[src/wbc_defines.svh]
// Offsets, field positions, reset values and timing counts of the watchdog boot configuration
// What this block does
// Enable code 11 runs the watchdog always, sleep included, ignoring software enable.
// Enable code 10 counts while the core runs and stops during sleep.
// Enable code 01 follows the software enable bit; code 00 keeps the watchdog off.
// Clock code 111 lets software pick the reference; codes 110 to 010 are reserved.
// Clock code 001 selects the medium-frequency oscillator, 31.25 kHz, the default.
// Clock code 000 selects the low-frequency oscillator output, 31.00 kHz.
// Window code 111 or 110 loads window 111 with no closed delay, fully open.
// Window codes 101 to 000 load themselves; closed delay 25 to 87.5 percent.
// Open part is the remainder; only 111/110 allow unkeyed window writes, others need the key.
// Unused bit 7 of the configuration word always reads back as one.
// Configuration is latched at power-up and held until the next configuration load.
`ifndef WBC_DEFINES_SVH
`define WBC_DEFINES_SVH

// Register byte offsets
`define WBC_OFS_CONFIG     8'h00
`define WBC_OFS_CTRL       8'h04
`define WBC_OFS_KEY        8'h08
`define WBC_OFS_STATUS     8'h0C

// Control register fields
`define WBC_CTRL_SWON      0
`define WBC_CTRL_CS_LO     1
`define WBC_CTRL_WIN_LO    8

// Status register fields
`define WBC_STS_RUN        0
`define WBC_STS_CS_LO      1
`define WBC_STS_CLOSED_LO  4
`define WBC_STS_LOADED     7
`define WBC_STS_CLKRSVD    8
`define WBC_STS_LOCKED     9
`define WBC_STS_KEYARM     10

// Configuration word layout
`define WBC_CFG_BIT7       7

// Codes
`define WBC_EN_ALWAYS      2'h3
`define WBC_EN_RUNNING     2'h2
`define WBC_EN_SOFTWARE    2'h1
`define WBC_CLK_SOFT       3'h7
`define WBC_CLK_MF         3'h1
`define WBC_CLK_LF         3'h0
`define WBC_WIN_FREE_LO    3'h6
`define WBC_WIN_OPEN       3'h7
`define WBC_KEY_VALUE      8'hA5

// Reset values and timing
`define WBC_RST_CS         3'h0
`define WBC_SETTLE_CYC     2'h3

`endif

[src/wbc_pkg.sv]
// Types shared by the watchdog boot configuration block
package wbc_pkg;

	// Boot configuration word, bit 13 first
	typedef struct packed {
		logic [2:0] clk_cfg;
		logic [2:0] win_cfg;
		logic       unused7;
		logic [1:0] en_mode;
		logic [4:0] prescale;
	} wbc_cfg_t;

	// Decoded watchdog controls
	typedef struct packed {
		logic       run;
		logic [2:0] clk_sel;
		logic [2:0] closed;
		logic       locked;
		logic       clk_rsvd;
	} wbc_wd_t;

	// Load sequencer
	typedef enum logic [1:0] {
		WBC_ST_RESET  = 2'b00,
		WBC_ST_SETTLE = 2'b01,
		WBC_ST_RUN    = 2'b10
	} wbc_fsm_t;

	// Whole state of the top module
	typedef struct packed {
		wbc_fsm_t    fsm;
		logic [1:0]  settle;
		logic [13:0] sync1;
		logic [13:0] sync2;
		wbc_cfg_t    cfg;
		logic        loaded;
		logic        sw_on;
		logic [2:0]  sw_cs;
		logic [2:0]  window;
		logic        key_armed;
		logic        ack;
		logic [31:0] rdata;
		wbc_wd_t     wd;
	} wbc_state_t;

endpackage

[src/wbc_decode.sv]
// Combinational decode of the latched configuration into watchdog controls
`include "wbc_defines.svh"

module wbc_decode (
	// Latched configuration
	input  wire  wbc_pkg::wbc_cfg_t cfg,
	// Runtime controls
	input  wire  logic              sw_on,
	input  wire  logic [2:0]        sw_cs,
	input  wire  logic [2:0]        window,
	input  wire  logic              sleep,
	// Decoded result
	output       wbc_pkg::wbc_wd_t  wd
);

	// Closed delay in eighths of the period for a window value
	function automatic logic [2:0] closed_eighths(input logic [2:0] w);
		if (w >= `WBC_WIN_FREE_LO)
			closed_eighths = 3'h0;
		else
			closed_eighths = 3'h7 - w;
	endfunction

	// Enable, clock and window decode
	always_comb begin
		wd = '0;
		case (cfg.en_mode)
			`WBC_EN_ALWAYS:   wd.run = 1'b1;
			`WBC_EN_RUNNING:  wd.run = ~sleep;
			`WBC_EN_SOFTWARE: wd.run = sw_on;
			default:          wd.run = 1'b0;
		endcase
		case (cfg.clk_cfg)
			`WBC_CLK_SOFT: wd.clk_sel = sw_cs;
			`WBC_CLK_MF:   wd.clk_sel = `WBC_CLK_MF;
			`WBC_CLK_LF:   wd.clk_sel = `WBC_CLK_LF;
			default: begin
				wd.clk_sel  = `WBC_CLK_MF; // Reserved codes fall back to default
				wd.clk_rsvd = 1'b1;
			end
		endcase
		wd.closed = closed_eighths(window);
		wd.locked = (cfg.win_cfg < `WBC_WIN_FREE_LO);
	end

endmodule

[src/wbc_top.sv]
// Watchdog boot configuration: word capture, decode and Wishbone register file
//
// Implementation choices: the Wishbone interface to the registers and the register offsets.
`include "wbc_defines.svh"

module wbc_top (
	// Clock and reset
	input  wire  logic        mclk,
	input  wire  logic        arst_n,
	// Wishbone classic slave
	input  wire  logic        wb_cyc_i,
	input  wire  logic        wb_stb_i,
	input  wire  logic        wb_we_i,
	input  wire  logic [7:0]  wb_adr_i,
	input  wire  logic [3:0]  wb_sel_i,
	input  wire  logic [31:0] wb_dat_i,
	output       logic [31:0] wb_dat_o,
	output       logic        wb_ack_o,
	// Non-volatile configuration word pins
	input  wire  logic [13:0] cfg_word_pin,
	// Core side
	input  wire  logic        core_sleep,
	input  wire  logic        cfg_reload,
	// Watchdog controls
	output       logic        wd_run,
	output       logic [2:0]  wd_clk_sel,
	output       logic [2:0]  wd_window,
	output       logic [2:0]  wd_closed_eighths,
	output       logic [4:0]  wd_prescale,
	output       logic        wd_window_locked,
	output       logic        cfg_loaded
);

	wbc_pkg::wbc_state_t st_r;
	wbc_pkg::wbc_state_t st_nxt;
	wbc_pkg::wbc_wd_t    wd_dec;
	wbc_pkg::wbc_cfg_t   cfg_in;

	// Power-on window value for a window code
	function automatic logic [2:0] por_window(input logic [2:0] code);
		if (code >= `WBC_WIN_FREE_LO)
			por_window = `WBC_WIN_OPEN;
		else
			por_window = code;
	endfunction

	// Read-back view of the configuration word
	function automatic logic [31:0] cfg_view(input wbc_pkg::wbc_cfg_t c);
		logic [13:0] w;
		w = c;
		w[`WBC_CFG_BIT7] = 1'b1;
		cfg_view = {18'h0, w};
	endfunction

	// Decode of latched configuration and runtime settings
	wbc_decode u_decode (
		.cfg    (st_r.cfg),
		.sw_on  (st_r.sw_on),
		.sw_cs  (st_r.sw_cs),
		.window (st_r.window),
		.sleep  (core_sleep),
		.wd     (wd_dec)
	);

	assign cfg_in = st_r.sync2;

	// Next state: sync, load sequencer, bus slave, decoded outputs
	always_comb begin
		logic        req;
		logic        wr;
		logic        win_ok;
		logic [31:0] rd;
		req    = 1'b0;
		wr     = 1'b0;
		win_ok = 1'b0;
		rd     = 32'h0;
		st_nxt = st_r;

		// Two-stage pin synchroniser
		st_nxt.sync1 = cfg_word_pin;
		st_nxt.sync2 = st_r.sync1;

		// Capture the word once after reset or a reload request
		case (st_r.fsm)
			wbc_pkg::WBC_ST_RESET: begin
				st_nxt.settle = 2'h0;
				st_nxt.fsm    = wbc_pkg::WBC_ST_SETTLE;
			end
			wbc_pkg::WBC_ST_SETTLE: begin
				if (st_r.settle == `WBC_SETTLE_CYC) begin
					st_nxt.cfg    = cfg_in;
					st_nxt.window = por_window(cfg_in.win_cfg);
					st_nxt.loaded = 1'b1;
					st_nxt.fsm    = wbc_pkg::WBC_ST_RUN;
				end else begin
					st_nxt.settle = st_r.settle + 2'h1;
				end
			end
			wbc_pkg::WBC_ST_RUN: begin
				if (cfg_reload) begin
					st_nxt.settle = 2'h0;
					st_nxt.fsm    = wbc_pkg::WBC_ST_SETTLE;
				end
			end
			default: begin
				st_nxt.fsm = wbc_pkg::WBC_ST_RESET;
			end
		endcase

		// Wishbone classic: one wait state, ack drops after one cycle
		req = wb_cyc_i & wb_stb_i & ~st_r.ack;
		wr  = req & wb_we_i;
		st_nxt.ack = req;

		// Window writes need a free window or an armed key
		win_ok = ~st_r.wd.locked | st_r.key_armed;

		if (wr) begin
			case (wb_adr_i)
				`WBC_OFS_CTRL: begin
					if (wb_sel_i[0]) begin
						st_nxt.sw_on = wb_dat_i[`WBC_CTRL_SWON];
						st_nxt.sw_cs = wb_dat_i[`WBC_CTRL_CS_LO +: 3];
					end
					if (wb_sel_i[1]) begin
						if (win_ok)
							st_nxt.window = wb_dat_i[`WBC_CTRL_WIN_LO +: 3];
						st_nxt.key_armed = 1'b0; // Key is used up by any window-lane write
					end
				end
				`WBC_OFS_KEY: begin
					if (wb_sel_i[0])
						st_nxt.key_armed = (wb_dat_i[7:0] == `WBC_KEY_VALUE);
				end
				default: begin
					st_nxt.key_armed = st_r.key_armed; // Read-only and unmapped ignore writes
				end
			endcase
		end

		// Read mux; unmapped offsets read zero
		case (wb_adr_i)
			`WBC_OFS_CONFIG: rd = cfg_view(st_r.cfg);
			`WBC_OFS_CTRL: begin
				rd[`WBC_CTRL_SWON]        = st_r.sw_on;
				rd[`WBC_CTRL_CS_LO +: 3]  = st_r.sw_cs;
				rd[`WBC_CTRL_WIN_LO +: 3] = st_r.window;
			end
			`WBC_OFS_KEY: rd[0] = st_r.key_armed;
			`WBC_OFS_STATUS: begin
				rd[`WBC_STS_RUN]           = st_r.wd.run;
				rd[`WBC_STS_CS_LO +: 3]    = st_r.wd.clk_sel;
				rd[`WBC_STS_CLOSED_LO +: 3] = st_r.wd.closed;
				rd[`WBC_STS_LOADED]        = st_r.loaded;
				rd[`WBC_STS_CLKRSVD]       = st_r.wd.clk_rsvd;
				rd[`WBC_STS_LOCKED]        = st_r.wd.locked;
				rd[`WBC_STS_KEYARM]        = st_r.key_armed;
			end
			default: rd = 32'h0;
		endcase
		st_nxt.rdata = req ? rd : 32'h0;

		// Register the decoded controls
		st_nxt.wd = wd_dec;
	end

	// Single state register
	always_ff @(posedge mclk or negedge arst_n) begin
		if (!arst_n) begin
			st_r <= '0;
		end else begin
			st_r <= st_nxt;
		end
	end

	// Outputs straight from flip-flops
	assign wb_dat_o          = st_r.rdata;
	assign wb_ack_o          = st_r.ack;
	assign wd_run            = st_r.wd.run;
	assign wd_clk_sel        = st_r.wd.clk_sel;
	assign wd_window         = st_r.window;
	assign wd_closed_eighths = st_r.wd.closed;
	assign wd_prescale       = st_r.cfg.prescale;
	assign wd_window_locked  = st_r.wd.locked;
	assign cfg_loaded        = st_r.loaded;

endmodule

[config.mk]
export PLATFORM = sky130hd
export DESIGN_NAME = wbc_top
export DESIGN_NICKNAME = d
export VERILOG_FILES = /design/src/wbc_pkg.sv /design/src/wbc_decode.sv /design/src/wbc_top.sv
export VERILOG_INCLUDE_DIRS = /design/src
export SDC_FILE = /design/constraint.sdc
export NUM_CORES = 1
export LEC_CHECK = 0
export BUFFER_PORTS_ARGS = -buffer_cell sky130_fd_sc_hd__buf_2
export CAP_MARGIN = 20
export CORE_MARGIN = 4
export CORE_UTILIZATION = 45
export DETAILED_ROUTE_END_ITERATION = 7
export PLACE_DENSITY = 0.77
export SKIP_LAST_GASP = 1
export SLEW_MARGIN = 20
export SYNTH_ARGS = -nofsm -noshare
export SYNTH_HDL_FRONTEND = slang
export SYNTH_HIERARCHICAL = 1
export SYNTH_SLANG_ARGS = --single-unit
[constraint.sdc]
create_clock -name mclk -period 2.15 [get_ports mclk]
set_input_delay 0.215 -clock mclk [delete_from_list [all_inputs] [get_ports mclk]]
set_output_delay 0.215 -clock mclk [all_outputs]
set_load 0.02 [all_outputs]
Word level (Yosys, flattened, before mapping)
Cells that the tools add are included.
Storage, ports and cells
  register bits after elaboration: 96
  input port bits: 65
  output and inout bits: 50
  logic and storage cells: 84
Operators by class
  add/subtract/negate cells: 2
  magnitude comparators: 3
  eq/ne operators: 17
  muxes and demuxes: 24
  bitwise logic cells: 7
  reduce and logical (&&, ||, !) cells: 11
Operators by type and width (count)
  32-bit two-way mux: 1
  3-bit two-way mux: 7
  3-bit one-hot mux with 3 select lines: 2
  8-bit by 4-bit equality test with 1-bit output, second input constant: 2
  4-bit two-way mux: 3
  2-bit one-hot mux with 3 select lines: 2
  2-bit != test, second input constant: 5
  2-bit equality test, second input constant: 4
  8-bit by 3-bit equality test with 1-bit output, second input constant: 1
  8-bit equality test, second input constant: 1
  8-bit zero test: 1
  4-bit one-hot mux with 2 select lines: 1
  3-bit greater-or-equal comparator, second input constant: 2
  3-bit one-hot mux with 2 select lines: 1
  3-bit AND reduction: 2
  2-bit by 1-bit equality test with 1-bit output, second input constant: 2
  2-bit two-way mux: 2
  1-bit one-hot mux with 4 select lines: 1
  2-bit AND reduction: 2
  4-bit AND reduction: 1
  1-bit bitwise AND: 3
  3-bit by 1-bit equality test with 1-bit output, second input constant: 1
  3-bit equality test, second input constant: 1
  3-bit zero test: 1
  other kinds (12): 15

Logic depth before layout (Yosys ltp)
  depth after elaboration: 8
  depth in mapped cells: 6
  gate-level depth less buffers: 5

Modules after synthesis
Netlist, hierarchy kept.
By module, submodules not included
  wbc_top: instances 1, cells an instance 233, area each 3130.5 sq um, sequential area each 1976.9 sq um
  wbc_decode: instances 1, cells an instance 15, area each 75.1 sq um, sequential area each 0.0 sq um

Worst setup path after synthesis
OpenSTA, ideal clock, no wires.
  kind: register to register
  from: reg st_r (netlist bit wb_ack_o)
  to: reg st_r[46] (netlist name)
  setup time: 0.125 ns
  arrival: 1.733 ns
  required time: 2.025 ns
  path slack: 0.292 ns
  stages on the path, launching flop included: 6
  buffers on the path: 1
  period minus slack after synthesis: 1.858 ns
  cell sequence: dfrtp_1 > and3b_1 > nand3_4 > or4_4 > buf_6 > mux2_4
RTL lines
  start, declared: RTL line wbc_top.sv:34  | wbc_pkg::wbc_state_t st_r;
  start signal, assigned: RTL line wbc_top.sv:172  | st_r <= st_nxt;

==> results.tsv <==
stage	metric	value	unit
place	Setup WS pre-CTS	365.4	ps
worst_setup_path	Worst setup EP type	register	
sta	period utilization	0.7996	
layout	share of cells above drive strength 1	0.3810	
clocking	clock root cell	clkbuf_8	
run_status	status	complete, no violations	
sta	PnR worst setup slack	430.8	ps
power	Clk network pwr share	0.305	
routing	vias	1833	
worst_setup_path	crit-path max FO	4	
sta	unrepaired setup endpoints after global routing	false	
floorplan	die area	8327	µm²
power	Sw Pwr	1.228	mW
clocking	CTS tree	yes	
worst_setup_path	CP Cell Sequence	and3b_1 -> nand3_4 -> or4_4 -> mux2_4	
routing	DRC viols	0	
global_route	GRT overflow	0	
sta	Slew HR	0.6521	
sta	Achievable Freq	581.7	MHz
worst_setup_path	CP peak stage delay	550	ps
floorplan	Core Region	6756	µm²
routing	router iterations before antenna repair	4	
sta	Slew Limit Fails	0	
layout	FILL cells	573	
power	sequential cell fraction of total power	0.454	
place	gpl congestion	0.7821	
global_route	total track usage	0.1406	
floorplan	Die X	91.26	µm
clocking	clock sink total	76	
sta	Hold Fails Final Rpt	0	
clocking	Clock Tree Buf Depth	2	
global_route	antenna violations before repair	0	
power	Comb pwr share	0.241	
routing	Routed WL	5.310	mm
floorplan	Die Y-Extent	91.26	µm
worst_setup_path	kind of critical path	register to register	
routing	vias per cell	4.641	
clocking	total CTS buffers	9	
layout	register area	1902	µm²
worst_setup_path	Req. time, crit path	2370	ps
floorplan	Site Rows	30	
worst_setup_path	Crit-path slowest cell	or4_4	
flow_run	max-cap violations	0	
clocking	cts repair resizes	0	
power	Peak VDD IR	0.5858	mV
place	Post-DP HPWL	4.015	mm
routing	DR WL/cell	13.44	µm
yosys	syn_area_per_cell	12.78	µm²
yosys	Syn. warnings	6	
global_route	pin count of the biggest net entering global routing	45	
floorplan	Initial Util	0.4617	
power	Int Pwr	3.036	mW
power	Leak	1.847	nW
floorplan	Top Ports	115	
yosys	Syn Inst Count	244	
layout	ANT cells	0	
worst_setup_path	WP buf/inv	0	
place	port bufs	72	
sta	Worst-Margin Slew	521.8	ps
layout	Area Overhead vs Synth	18.45	%
power	power density over cell area	1154	nW/µm²
clocking	Clk pin slew, worst setup/hold paths	70	ps
global_route	vias in the first global route	1781	
sta	min cycle time layout	1719	ps
layout	post-layout util	0.5469	
place	placed instance count	365	
global_route	first-pass GRT wire length	9.004	mm
power	switching share of power	0.2880	
sta	Clock Skews	10.58	ps
power	overall power	4.264	mW
layout	Final Non-Filler Cells	395	
sta	# setup viols final	0	
min_path	Min-Delay Path Class	input pin to register	
worst_setup_path	critical path's top delay family	simple AND/OR/NAND/NOR gates	
worst_setup_path	WP data arrival	1940	ps
clocking	clk_lat worst skew	330	ps
routing	Routed Antenna Nets	0	
sta	setup TNS	0	ps
layout	Multi-input gate area	875.8	µm²
layout	Final nets	376	
routing	1st-iter DRT viols	58	
worst_setup_path	crit start category	register	
yosys	Post-Syn Area	3119	µm²
clocking	number of H-tree levels	3	
path summary, 6_finish.rpt:
check | startpoint | endpoint | slack, ps | cells after the start
worst max-delay path | wb_ack_o$_DFF_PN0_ | st_r[49]$_DFFE_PN0P_ | 430 | 4
max in group asynchronous | arst_n | wb_dat_o[10]$_DFF_PN0_ | 1150 | 3
worst min register to register | st_nxt[68]$_DFF_PN0_ | cfg_in[3]$_DFF_PN0_ | 340 | 0
worst max register to register | wb_ack_o$_DFF_PN0_ | st_r[49]$_DFFE_PN0P_ | 430 | 4
min in group asynchronous | arst_n | st_r[95]$_DFFE_PN0P_ | 390 | 2
worst min-delay path | core_sleep | wd_run$_DFF_PN0_ | 60 | 2
stage by stage:
| stage | hold WS, ps | cell area [µm²] |
|---|---|---|
| 6_report | 59.31 | 3695 |
| 2_1_floorplan | -80.59 | 3183 |
| 4_1_cts | 41.54 | 3695 |
| 3_3_place_gp | 228.5 | 3304 |
| 5_1_grt | 43.55 | 3695 |
| 3_5_place_dp | 230.4 | 3304 |
timing repair:
item	CTS	global route
setup endpoints to repair	0	0
endpoints found under the hold margin	54	0
hold buffers	14	0
buffers inserted	0	0
power groups by stage:
stage	Clock (mW)	Combinational (mW)	Sequential, mW
after global routing	1.40	1.14	1.98
final	1.30	1.03	1.94
after floorplan	0	0.877	1.92
after CTS	1.34	1.05	1.94
after global placement	0	0.986	1.95
after detailed placement	0	1.03	1.96
placed cells by master, fill, tap and decap left out, types with 2 or more instances in the layout:
master and instances:
o21ai_0 3, inv_1 7, nor2_1 23, dfrtp_1 76, buf_4 6, clkbuf_8 11
nand2b_1 2, mux2_4 4, mux2_2 19, nand3_1 4, nand2_1 5, conb_1 18
and3b_1 2, a21oi_1 14, buf_2 71, mux2i_1 6, and2_1 3, nor2b_1 3
nor3_1 2, nor4b_1 3, bufinv_16 3, a22oi_1 3, dlygate4sd3_1 14
area by class of cell:
cell class                      count  share of cell area
Sequential cell                    76              0.5147
Multi-Input combinational cell    125              0.2370
Timing Repair Buffer               91              0.1463
Clock buffer                       12             0.04199
Tap cell                           80             0.02709
Clock inverter                      4             0.02574
Inverter                            7            0.007111
routing by layer:
layer | share of wire | routed length [µm] | up-vias | GRT usage
met5 | 0 | 0 | - | 0
met2 | 0.49 | 2613 | 65 | 0.2207
met4 | 0.0075 | 40 | 0 | 0.04523
met1 | 0.43 | 2292 | 882 | 0.1779
li1 | - | - | 880 | -
met3 | 0.068 | 363 | 6 | 0.05717
sequential cells by signal (all words and copies together) (netlist names):
name and flops:
wd_closed_eighths 3, st_nxt 13, st_r 18, wd_window_locked 1, wd_run 1, cfg_in 13
wd_clk_sel 3, wd_window 3, cfg_loaded 1, wb_dat_o 14, wb_ack_o 1, wd_prescale 5
worst reg2reg max path: cells and delay by family, from the launching register on:
family           cells  cell delay (ps)
AND/OR/NAND/NOR      3              910
flip-flops           1              370
multiplexers         1              320
No activity file was read; power rests on OpenSTA's default activity.
